$ cat src/wct_pkg.sv
// package for the channel-access and timing block: constants and carriers
// assumes a 25 MHz mclk and a 1 us slot-time base derived from it
package wct_pkg;
  // ---------------------------------------------------------------
  // timing
  // ---------------------------------------------------------------
  localparam int CLK_MHZ = 25;
  localparam int US_NS = 1000;
  localparam int CLK_NS = 40;
  localparam int US_CYC = US_NS / CLK_NS; // cycles per microsecond
  localparam int RIFS_US = 2;
  localparam int SIFS_US = 10;
  localparam int SLOT_US = 9;
  localparam int NUM_AC = 4;
  localparam int TSF_W = 64;
  localparam int NAV_W = 16;
  localparam int BO_W = 10;
  localparam int SLP_W = 32;
  // ---------------------------------------------------------------
  // reset values
  // ---------------------------------------------------------------
  localparam logic [2:0] COEX_FN_RST = 3'h7; // three pins in coex role
  localparam logic FREQ_FN_RST = 1'h0;       // fourth pin is gpio
  localparam logic [3:0] COEX_EN_RST = 4'h0;
  // ---------------------------------------------------------------
  // types
  // ---------------------------------------------------------------
  typedef enum logic [1:0] {
    WCT_POL_LOW, WCT_POL_HIGH, WCT_POL_RR
  } wct_pol_t;
  typedef enum logic [1:0] {
    WCT_AWAKE, WCT_SLEEP, WCT_WAKE
  } wct_pwr_t;
  // coexistence pin set: input, output and output enable per pin
  typedef struct packed {
    logic [3:0] pinIn;
    logic [3:0] pinOut;
    logic [3:0] pinOe;
  } wct_pins_t;
  // sequencer command carrier
  typedef struct packed {
    logic tsfLoad;
    logic [TSF_W-1:0] tsfValue;
    logic navLoad;
    logic [NAV_W-1:0] navValue;
    logic [NUM_AC-1:0] boLoad;
    logic [BO_W-1:0] boValue;
    logic sleepStart;
    logic [SLP_W-1:0] sleepCount;
  } wct_cmd_t;
endpackage : wct_pkg
$ cat src/wct_channel_access.sv
// channel-access and timing core: spacing timers, back-off, nav, tsf,
// sleep timer and coexistence handshake with pin muxing
// assumes all inputs synchronous to mclk; slow clock given as an enable
//
// Summary of operation
// - three coex pins default coex, software reassignable
// - fourth pin defaults gpio, switchable to restricted
// - each coex signal off until individually enabled
// - grant output gates peer transmission
// - spacing timers start when medium goes idle
// - spacing timers give exact transmit start triggers
// - one back-off engine per category, per slot
// - counter at zero notifies transmit engine
// - simultaneous zeros resolved by sequencer policy
// - sequencer picks queue, transmit on spacing trigger
// - sleep timer on slow clock while mac stopped
// - expiry restarts mac clock and function
// - sequencer advances tsf by sleep time
// - tsf adopts received timestamp on command
// - tbtt kept, offset triggers raised
// - nav loaded from duration, counts down
// - nonzero nav is virtual carrier sense
// - phy control reachable by host or sequencer
`timescale 1ns/1ps
`default_nettype none
module wct_channel_access
  import wct_pkg::*;
#(
  parameter int NUM_CAT = NUM_AC
) (
  input wire logic mclk,
  input wire logic reset,
  input wire wct_cmd_t seqCmd,
  input wire logic [NUM_CAT-1:0] queueReady,
  input wire wct_pol_t arbPolicy,
  input wire logic phyBusy,
  input wire logic [TSF_W-1:0] tbttTarget,
  input wire logic [TSF_W-1:0] offsetTarget,
  input wire logic slowTick,
  input wire logic [3:0] pinIn,
  input wire logic [2:0] coexPinFnSet,
  input wire logic freqPinFnSet,
  input wire logic [3:0] coexEnable,
  input wire logic [3:0] gpioOut,
  input wire logic [3:0] gpioOe,
  input wire logic grantPolicy,
  input wire logic hostPhyReq,
  input wire logic seqPhyReq,
  output logic [3:0] pinOut,
  output logic [3:0] pinOe,
  output logic [3:0] gpioIn,
  output logic peerActive,
  output logic rifsTrig,
  output logic sifsTrig,
  output logic [NUM_CAT-1:0] txStart,
  output logic [TSF_W-1:0] tsfNow,
  output logic tbttTrig,
  output logic offsetTrig,
  output logic navBusy,
  output logic macClkEn,
  output logic wakeEvent,
  output logic [1:0] phyCtlGrant
);
  // -------------------------------------------------------------
  // pin muxing: pins 0..2 are priority, activity, grant; pin 3 freq
  // -------------------------------------------------------------
  logic [2:0] fn_reg, fn_next;
  logic freqFn_reg, freqFn_next;
  logic [3:0] en_reg, en_next;
  logic grant_reg, grant_next;
  logic peerPrio, peerAct, peerFreq;
  // function select follows software; reset puts pins 0..2 in coex role, pin 3 gpio
  always_comb begin
    fn_next = coexPinFnSet;
    freqFn_next = freqPinFnSet;
    en_next = coexEnable;
  end
  // inputs only act once enabled and muxed to coex role
  always_comb begin
    peerPrio = fn_reg[0] & en_reg[0] & pinIn[0];
    peerAct = fn_reg[1] & en_reg[1] & pinIn[1];
    peerFreq = freqFn_reg & en_reg[3] & pinIn[3];
    gpioIn = pinIn & ~{freqFn_reg, fn_reg};
    pinOut = gpioOut;
    pinOe = gpioOe;
    pinOe[0] = fn_reg[0] ? 1'b0 : gpioOe[0];
    pinOe[1] = fn_reg[1] ? 1'b0 : gpioOe[1];
    pinOe[3] = freqFn_reg ? 1'b0 : gpioOe[3];
    if (fn_reg[2]) begin
      pinOut[2] = grant_reg;
      pinOe[2] = 1'b1;
    end
    peerActive = peerAct;
  end
  // grant: refuse peer while phy busy or peer freq pin set, unless grantPolicy set and peer high prio
  always_comb begin
    grant_next = 1'b0;
    if (en_reg[2]) begin
      grant_next = (!phyBusy && !peerFreq) ||
        (grantPolicy && peerPrio);
    end
  end
  // -------------------------------------------------------------
  // spacing timers
  // -------------------------------------------------------------
  localparam int RIFS_CYC = RIFS_US * US_CYC;
  localparam int SIFS_CYC = SIFS_US * US_CYC;
  localparam int SLOT_CYC = SLOT_US * US_CYC;
  logic [15:0] ifs_reg, ifs_next;
  logic [15:0] slot_reg, slot_next;
  logic busyPrev_reg, slotIdle_reg, slotIdle_next;
  logic medBusy, slotEnd;
  assign medBusy = phyBusy | navBusy | peerAct;
  // counter restarts on the falling edge of medium activity
  always_comb begin
    ifs_next = ifs_reg;
    if (medBusy) begin
      ifs_next = 16'h0;
    end else if (busyPrev_reg) begin
      ifs_next = 16'h1;
    end else if (ifs_reg != 16'hffff) begin
      ifs_next = ifs_reg + 16'h1;
    end
    rifsTrig = !medBusy && ifs_reg == 16'(RIFS_CYC);
    sifsTrig = !medBusy && ifs_reg == 16'(SIFS_CYC);
  end
  // slots start after sifs; a slot counts idle only if idle throughout
  always_comb begin
    slot_next = slot_reg;
    slotIdle_next = slotIdle_reg & ~medBusy;
    slotEnd = 1'b0;
    if (medBusy || ifs_reg < 16'(SIFS_CYC)) begin
      slot_next = 16'h0;
      slotIdle_next = 1'b1;
    end else if (slot_reg == 16'(SLOT_CYC - 1)) begin
      slot_next = 16'h0;
      slotEnd = 1'b1;
      slotIdle_next = 1'b1;
    end else begin
      slot_next = slot_reg + 16'h1;
    end
  end
  // -------------------------------------------------------------
  // back-off engines and arbitration
  // -------------------------------------------------------------
  logic [NUM_CAT-1:0] zero;
  logic [NUM_CAT-1:0] win;
  logic [$clog2(NUM_CAT)-1:0] rr_reg, rr_next;
  genvar g;
  generate
    for (g = 0; g < NUM_CAT; g++) begin : g_bo
      logic [BO_W-1:0] bo_reg, bo_next;
      logic armed_reg, armed_next;
      always_comb begin
        bo_next = bo_reg;
        armed_next = armed_reg;
        if (seqCmd.boLoad[g]) begin
          bo_next = seqCmd.boValue;
          armed_next = 1'b1;
        end else if (win[g]) begin
          armed_next = 1'b0;
        end else if (slotEnd && slotIdle_reg && bo_reg != '0) begin
          bo_next = bo_reg - BO_W'(1);
        end
      end
      always_ff @(posedge mclk) begin
        if (reset) begin
          bo_reg <= '0;
          armed_reg <= 1'b0;
        end else begin
          bo_reg <= bo_next;
          armed_reg <= armed_next;
        end
      end
      assign zero[g] = armed_reg && bo_reg == '0 && queueReady[g];
    end
  endgenerate
  // policy choose among simultaneous zeros, fires on spacing trigger
  always_comb begin
    win = '0;
    rr_next = rr_reg;
    if (sifsTrig || slotEnd) begin
      for (int i = 0; i < NUM_CAT; i++) begin
        case (arbPolicy)
          WCT_POL_HIGH: begin
            if (zero[NUM_CAT-1-i] && win == '0) begin
              win[NUM_CAT-1-i] = 1'b1;
            end
          end
          WCT_POL_RR: begin
            if (zero[(int'(rr_reg) + i) % NUM_CAT] && win == '0) begin
              win[(int'(rr_reg) + i) % NUM_CAT] = 1'b1;
              rr_next = $clog2(NUM_CAT)'((int'(rr_reg) + i + 1)
                % NUM_CAT);
            end
          end
          default: begin
            if (zero[i] && win == '0) begin
              win[i] = 1'b1;
            end
          end
        endcase
      end
    end
    txStart = win;
  end
  // -------------------------------------------------------------
  // nav, tsf, tbtt
  // -------------------------------------------------------------
  logic [NAV_W-1:0] nav_reg, nav_next;
  logic [4:0] usCnt_reg, usCnt_next;
  logic [TSF_W-1:0] tsf_reg, tsf_next;
  logic usTick;
  assign usTick = usCnt_reg == 5'(US_CYC - 1);
  assign navBusy = nav_reg != '0;
  always_comb begin
    usCnt_next = usTick ? 5'h0 : usCnt_reg + 5'h1;
    nav_next = nav_reg;
    if (seqCmd.navLoad && seqCmd.navValue > nav_reg) begin
      nav_next = seqCmd.navValue;
    end else if (usTick && navBusy) begin
      nav_next = nav_reg - NAV_W'(1);
    end
    tsf_next = usTick ? tsf_reg + TSF_W'(1) : tsf_reg;
    if (seqCmd.tsfLoad) begin
      tsf_next = seqCmd.tsfValue;
    end
    tsfNow = tsf_reg;
    tbttTrig = usTick && tsf_reg == tbttTarget;
    offsetTrig = usTick && tsf_reg == offsetTarget;
  end
  // -------------------------------------------------------------
  // sleep control and phy control arbitration
  // -------------------------------------------------------------
  wct_pwr_t pwr_reg, pwr_next;
  logic [SLP_W-1:0] slp_reg, slp_next;
  logic [1:0] phyG_reg, phyG_next;
  // the timer counts slow ticks; mac logic is gated off meanwhile
  always_comb begin
    pwr_next = pwr_reg;
    slp_next = slp_reg;
    case (pwr_reg)
      WCT_AWAKE: begin
        if (seqCmd.sleepStart) begin
          slp_next = seqCmd.sleepCount;
          pwr_next = WCT_SLEEP;
        end
      end
      WCT_SLEEP: begin
        if (slowTick) begin
          if (slp_reg <= SLP_W'(1)) begin
            pwr_next = WCT_WAKE;
          end
          slp_next = slp_reg - SLP_W'(1);
        end
      end
      default: pwr_next = WCT_AWAKE;
    endcase
    macClkEn = pwr_reg == WCT_AWAKE || pwr_reg == WCT_WAKE;
    wakeEvent = pwr_reg == WCT_WAKE;
    // host wins a tie; owner holds until released
    phyG_next = phyG_reg;
    if (phyG_reg == 2'h0) begin
      if (hostPhyReq) phyG_next = 2'h1;
      else if (seqPhyReq) phyG_next = 2'h2;
    end else if (phyG_reg == 2'h1 && !hostPhyReq) begin
      phyG_next = 2'h0;
    end else if (phyG_reg == 2'h2 && !seqPhyReq) begin
      phyG_next = 2'h0;
    end
    phyCtlGrant = phyG_reg;
  end
  // state registers
  always_ff @(posedge mclk) begin
    if (reset) begin
      fn_reg <= COEX_FN_RST;
      freqFn_reg <= FREQ_FN_RST;
      en_reg <= COEX_EN_RST;
      grant_reg <= 1'b0;
      ifs_reg <= 16'h0;
      slot_reg <= 16'h0;
      busyPrev_reg <= 1'b0;
      slotIdle_reg <= 1'b1;
      rr_reg <= '0;
      nav_reg <= '0;
      usCnt_reg <= 5'h0;
      tsf_reg <= '0;
      pwr_reg <= WCT_AWAKE;
      slp_reg <= '0;
      phyG_reg <= 2'h0;
    end else begin
      fn_reg <= fn_next;
      freqFn_reg <= freqFn_next;
      en_reg <= en_next;
      grant_reg <= grant_next;
      ifs_reg <= ifs_next;
      slot_reg <= slot_next;
      busyPrev_reg <= medBusy;
      slotIdle_reg <= slotIdle_next;
      rr_reg <= rr_next;
      nav_reg <= nav_next;
      usCnt_reg <= usCnt_next;
      tsf_reg <= tsf_next;
      pwr_reg <= pwr_next;
      slp_reg <= slp_next;
      phyG_reg <= phyG_next;
    end
  end
  // -------------------------------------------------------------
  // checks
  // -------------------------------------------------------------
  property p_grant_off;
    @(posedge mclk) disable iff (reset) !en_reg[2] |=> !grant_reg;
  endproperty
  a_grant_off: assert property (p_grant_off) else $error("grant");
  property p_nav_busy;
    @(posedge mclk) disable iff (reset)
      navBusy |-> !sifsTrig && !rifsTrig && txStart == '0;
  endproperty
  a_nav_busy: assert property (p_nav_busy) else $error("nav");
  property p_sifs;
    @(posedge mclk) disable iff (reset)
      $fell(medBusy) |-> ##SIFS_CYC (sifsTrig || medBusy);
  endproperty
  a_sifs: assert property (p_sifs) else $error("sifs");
  property p_onehot;
    @(posedge mclk) disable iff (reset) $onehot0(txStart);
  endproperty
  a_onehot: assert property (p_onehot) else $error("win");
  property p_start_zero;
    @(posedge mclk) disable iff (reset) (txStart != '0) |-> zero != '0;
  endproperty
  a_start_zero: assert property (p_start_zero) else $error("bo");
  property p_sleep;
    @(posedge mclk) disable iff (reset)
      pwr_reg == WCT_SLEEP |-> !macClkEn;
  endproperty
  a_sleep: assert property (p_sleep) else $error("sleep");
  property p_wake;
    @(posedge mclk) disable iff (reset)
      wakeEvent |=> macClkEn && pwr_reg == WCT_AWAKE;
  endproperty
  a_wake: assert property (p_wake) else $error("wake");
  property p_tsf;
    @(posedge mclk) disable iff (reset)
      seqCmd.tsfLoad |=> tsfNow == $past(seqCmd.tsfValue);
  endproperty
  a_tsf: assert property (p_tsf) else $error("tsf");
endmodule : wct_channel_access
`default_nettype wire

$ cat config.mk
export PLATFORM = sky130hd
export DESIGN_NAME = wct_channel_access
export DESIGN_NICKNAME = d
export VERILOG_FILES = /design/src/wct_pkg.sv /design/src/wct_channel_access.sv
export SDC_FILE = /design/constraint.sdc
export NUM_CORES = 1
export LEC_CHECK = 0
export BUFFER_PORTS_ARGS = -buffer_cell sky130_fd_sc_hd__buf_4
export CORE_UTILIZATION = 30
export CTS_CLUSTER_SIZE = 25
export DETAILED_ROUTE_END_ITERATION = 10
export SLEW_MARGIN = 20
export SYNTH_ARGS = -nofsm -noshare
export SYNTH_HDL_FRONTEND = slang
export SYNTH_SLANG_ARGS = --single-unit
$ cat constraint.sdc
create_clock -name mclk -period 9 [get_ports mclk]
set_input_delay 1.8 -clock mclk [delete_from_list [all_inputs] [get_ports mclk]]
set_output_delay 1.8 -clock mclk [all_outputs]
set_load 0.01 [all_outputs]
After elaboration in Yosys (flattened, before gate mapping)

Cells that the tools add are included.

Equality and inequality tests: 21
Multiplexer cells: 110
$add $sub $neg: 16
Order comparisons: 11
Reduce and logical (&&, ||, !) cells: 87
Bitwise logic cells: 19

Operators by type and width:

| cell                                                                   | number |
|---|---|
| 64-bit == test                                                         | 2 |
| 64-bit 2-to-1 mux                                                      | 2 |
| 10-bit 2-to-1 mux                                                      | 12 |
| 64-bit by 1-bit adder with 64-bit output, second input constant        | 1 |
| 32-bit 2-to-1 mux                                                      | 2 |
| 32-bit one-hot mux with 2 select lines                                 | 1 |
| 1-bit 2-to-1 mux                                                       | 50 |
| 10-bit zero test                                                       | 4 |
| 10-bit nonzero test                                                    | 4 |
| 10-bit by 1-bit subtractor with 10-bit output, second input constant   | 4 |
| 2-bit 2-to-1 mux                                                       | 19 |
| 1-bit logical AND                                                      | 36 |
| 16-bit by 1-bit adder with 16-bit output, second input constant        | 2 |
| 16-bit by 8-bit == test with 1-bit output, second input constant       | 2 |
| 32-bit by 1-bit <= comparator with 1-bit output, second input constant | 1 |
| 16-bit 2-to-1 mux                                                      | 2 |
| 32-bit by 1-bit subtractor with 32-bit output, second input constant   | 1 |
| 2-bit nonzero test                                                     | 12 |
| 4-bit 2-to-1 mux                                                       | 5 |
| 16-bit by 6-bit == test with 1-bit output, second input constant       | 1 |
| 16-bit > comparator                                                    | 1 |
| 16-bit by 8-bit < comparator with 1-bit output, second input constant  | 1 |
| 16-bit != test, second input constant                                  | 1 |
| 1-bit one-hot mux with 2 select lines                                  | 8 |
| 33 further kinds                                                       | 90 |

Register bits after elaboration: 210
Bits of input ports: 290
Output and inout port bits: 90

Longest topological paths before layout

Word-level depth: 25
Gate-level depth with buffers: 16
Mapped depth without buffers: 12

Worst setup path after synthesis

OpenSTA, ideal clock, no wires.

Path type: input port to output port
From: input arbPolicy[0]
To: output txStart[2]
Stages on the path: 12
Path buffers: 1
Data arrival time: 4.700 ns
Slack: 2.500 ns
Required time: 7.200 ns
Cells stage by stage: inv_1 > ha_1 > clkbuf_1 > inv_1 > o41ai_1 > a21o_1 > or3_1 > o21ai_1 > or4_1 > o211ai_1 > or4b_2 > a21oi_1

Word-level cells in the longest chain between the ends: 18
Elaborated cells on any way between the ends: 46

Ends and longest elaborated chain:

| what                                                                             | line                                                                            | source |
|---|---|---|
| from (decl)                                                                      | wct_channel_access.sv:35                                                        | `input wire wct_pol_t arbPolicy,` |
| 2-bit == test / 2-bit by 1-bit == test with 1-bit output (equally long branches) | wct_channel_access.sv:184                                                       | `case (arbPolicy)` |
| 1-bit one-hot mux with 2 select lines / 2-bit 2-to-1 mux (equally long branches) | wct_channel_access.sv:184                                                       |  |
| 1-bit 2-to-1 mux / 2-bit 2-to-1 mux (equally long branches)                      | wct_channel_access.sv:182                                                       | `if (sifsTrig \|\| slotEnd) begin` |
| 4-bit zero test                                                                  | wct_channel_access.sv:186, wct_channel_access.sv:191, wct_channel_access.sv:198 |  |
| 1-bit logical AND, on equally long branches                                      | wct_channel_access.sv:198, wct_channel_access.sv:186, wct_channel_access.sv:191 |  |
| 1-bit 2-to-1 mux, or another cell as far along                                   | wct_channel_access.sv:198                                                       | `if (zero[i] && win == '0) begin` |
| 1-bit one-hot mux with 2 select lines / 1-bit 2-to-1 mux (equally long branches) | wct_channel_access.sv:184                                                       |  |
| 1-bit 2-to-1 mux                                                                 | wct_channel_access.sv:182                                                       |  |
| [2 not listed]                                                                   | --                                                                              |  |
| 4-bit 2-to-1 mux, or another cell as far along                                   | wct_channel_access.sv:191                                                       | `if (zero[(int'(rr_reg) + i) % NUM_CAT] && win == '0) begin` |
| 1-bit one-hot mux with 2 select lines / 1-bit 2-to-1 mux (equally long branches) | wct_channel_access.sv:184                                                       |  |
| 1-bit 2-to-1 mux                                                                 | wct_channel_access.sv:182                                                       |  |
| 4-bit zero test                                                                  | wct_channel_access.sv:191                                                       |  |
| 1-bit logical AND                                                                | wct_channel_access.sv:191                                                       |  |
| 4-bit 2-to-1 mux                                                                 | wct_channel_access.sv:191                                                       |  |
| 2-bit 2-to-1 mux *                                                               | wct_channel_access.sv:184                                                       |  |
| 4-bit 2-to-1 mux *                                                               | wct_channel_access.sv:182                                                       |  |
| to (decl)                                                                        | wct_channel_access.sv:55                                                        | `output logic [NUM_CAT-1:0] txStart,` |

Every way passes the cells marked *; elsewhere a longest branch is shown, timed or not. The select of a mux whose other input is x is not followed.

Worst setup path in the final report

From: register rr_reg[1]
To: output txStart[0]

Word-level cells in the longest chain between the ends: 22
Elaborated cells on any way between the ends: 87

Ends and longest elaborated chain:

| what                                                                                                   | line                      | source |
|---|---|---|
| from (decl)                                                                                            | wct_channel_access.sv:148 | `logic [$clog2(NUM_CAT)-1:0] rr_reg, rr_next;` |
| from (signal assigned)                                                                                 | wct_channel_access.sv:300 | `rr_reg <= rr_next;` |
| parallel branches: the longest is 20 deep, another holds 3-bit by 4-bit < comparator with 1-bit output | --                        |  |
| 1-bit one-hot mux with 2 select lines *                                                                | wct_channel_access.sv:184 |  |
| 4-bit 2-to-1 mux *                                                                                     | wct_channel_access.sv:182 |  |

Every way passes the cells marked *. The select of a mux whose other input is x is not followed.

==> results.md <==
- Max Cap Violations: 0
- Compound-Gate Fraction of Synth Area: 16.75%
- Layout cells sized above 1: 20.51%
- Largest net degree at the start of global routing: 95
- Ys flop type: dfxtp_1
- Post-synth top cells: 257 x nor2_1, 210 x dfxtp_1, 135 x nand2_1, 135 x xor2_1, 121 x a21oi_1
- Critical Path Sink Type: output port
- Synth warn: 0
- FP Rows: 81
- Most frequent cell after synthesis: nor2_1
- Post-synthesis sequential area ratio: 28.05%
- Maximum VDD drop: 0.1371 mV
- Placeable Area: 49,150 um^2
- DRT Pass-1 Iters: 5
- Rel. slew slack: 31.28%
- Overall power: 2.853 mW
- Worst-skew pair later-pin latency: 560 ps
- Setup tns final: 0 ps
- Post-synth EDFFs: 0
- Final setup vio count: 0
- F_max: 128.5 MHz
- Final #Nets: 2,609
- Per-cell routed wire length: 21.43 um
- Mux contribution to synthesized area: 3.097%
- Max reg flops: 64
- Gates resized, CTS repair: 0
- Hold Path Class: reg -> reg
- Final ANT Viol Nets: 0
- Starting Density: 30.49%
- Final setup margin: 1219 ps
- Global placement routability congestion: 1.010
- Top-area cell type share of the netlist area: 28.05%
- Simple-gate share of the synthesized area: 29.74%
- Post-DP HPWL: 49.90 mm
- Power per cell area: 148.1 nW/um^2
- Die H: 225.5 um
- Max Root-Sink Buffers: 3
- First-pass GRT wire length: 92.96 mm
- Die area: 50,860 um^2
- Synth Cell Area: 14,990 um^2
- Starting DRT DRC Count: 1,213
- Synth cell types: 89
- Status: complete, no violations
- Max Slew Vio Count: 0
- Unrepaired setup endpoints after global routing: false
- XOR/XNOR Fraction of Synth Area: 13.85%
- Root buf cell: clkbuf_16
- CP max FO: 26
- Fillers: 5,091
- Top post-synthesis cells by area: dfxtp_1 28%, xor2_1 7.9%, nor2_1 6.4%, xnor2_1 6.0%, a21oi_1 4.0%
- Dpl cell area: 18,280 um^2
- Final hold violations: 0
- Syn_area_per_cell: 7.585 um^2
- Crit path kind: reg -> out
- Required time worst endpoint: 7200 ps
- Clock Skew: 35.58 ps
- Count of input and output buffers: 373
- Clock sinks: 210
- Yosys reg bits: 210
- Adder-cell share of the synthesized area: 3.673%
- Die span in x: 225.5 um
- Synth Net Count: 2,310
- CTS Buf Count: 27
- Final min period: 7781 ps
- Hold-fix buffer count after cts: 0
- Postcts setup bufs: 0
- Area grow syn2layout: 28.57%
- Final WL: 63.50 mm
- Synth area leader: dfxtp_1
- Total GRT Usage: 24.04%
- Via count: 16,040
- Clk pin slew, worst setup/hold paths: 60 ps
- Post-layout util: 39.20%
- Syn Inst Count: 1,976
- I/O pin count: 380
- Async SR Flop Fraction: 0%
- Post-route cell area: 19,270 um^2
- Initial antenna violation count: 3
- Post-Place Worst Slack: 1484 ps
- Tcrit/Tclk final: 86.45%
- CTS tree: yes
- H-tree depth: 1
- Worst EP arrival: 5980 ps
- Largest family of logic cells by synthesized area: simple AND/OR/NAND/NOR gates
- Vias in the first global route: 15,360
- Remaining DRCs: 0
- Overflow after GRT: 0
- Least-Margin Pin Slew: 1031 ps
- Post-DR vias/cell: 5.414
- Worst setup SP type: register
- Leakage: 7.618 nW
final cells by class:
type                            count  area [um^2]  area share, %
Sequential cell                   210         4204          21.82
Tap cell                          664        830.8          4.311
Clock buffer                       39        770.7          4.000
Multi-Input combinational cell   1578        10070          52.25
Timing Repair Buffer              387         2909          15.10
Clock inverter                     11        212.7          1.104
Inverter                           71        266.5          1.383
Antenna cell                        3        7.507        0.03896
metal layers:
metal / up-vias / GRT usage (%) / routed length [um]
li1: 7688 / - / -
met1: 7603 / 28.18 / 25030
met2: 624 / 41.41 / 30940
met3: 127 / 5.254 / 4536
met4: 0 / 11.45 / 2999
met5: - / 0 / 0
power breakdown:
group          internal [mW]  switching (mW)
logic                  0.260           0.311
registers              0.985          0.0945
clock network          0.765           0.438
path summary, 6_finish.rpt:
kind / endpoint / slack [ps] / depth (start not counted) / start
worst max register to register: g_bo[0].bo_reg[0] / 3200 / 12 / rr_reg[1]
worst max-delay path: txStart[0] / 1220 / 12 / rr_reg[1]
worst min-delay path: slotIdle_reg / 480 / 1 / slotIdle_reg
worst min register to register: slotIdle_reg / 480 / 1 / slotIdle_reg
logic make-up after synthesis:
group	count (synthesis)
and+or+nand+nor	870
AOI/OAI and AO/OA	381
xor gates and xnor gates	237
DFF	210
buffers and inverters	188
muxes	46
adders and majority gates	44
placed cells by master (no fill, tap or decap), types with 8 or more instances in the layout:
| cell | n |
|---|---|
| a22oi_1 | 12 |
| a21o_1 | 12 |
| or4_1 | 15 |
| or2_2 | 12 |
| nor4b_1 | 8 |
| o22ai_1 | 10 |
| nor4_1 | 65 |
| nor3_1 | 61 |
| ha_1 | 44 |
| inv_1 | 69 |
| xnor2_1 | 102 |
| clkbuf_16 | 27 |
| nor2_1 | 256 |
| nand4_1 | 55 |
| nand2_1 | 135 |
| a31oi_1 | 12 |
| mux2i_1 | 43 |
| or3_1 | 28 |
| dfxtp_1 | 210 |
| a221oi_1 | 10 |
| nand3_1 | 96 |
| nor2b_1 | 25 |
| and4_1 | 13 |
| and3_1 | 33 |
| a211oi_1 | 30 |
| and2_1 | 22 |
| buf_4 | 386 |
| o21ai_0 | 82 |
| a21oi_1 | 119 |
| xor2_1 | 135 |
through the flow:
stage,hold slack [ps],cells
floorplan,429.7,1976
global placement,446.3,2910
detailed placement,461.3,2910
CTS,474.8,2960
global route,497.4,2963
finish,476.4,2963
critical path: stages (launching register included):
cell and delay (ps):
dfxtp_1 970, inv_1 500, ha_1 740, nand3_1 130, or4_4 490, a2111oi_0 520
o221a_2 350, a311oi_2 100, a22o_1 360, a211oi_2 750, a21oi_1 190, nor2_1 170
buf_4 150
(Power assumes the default switching activity.)
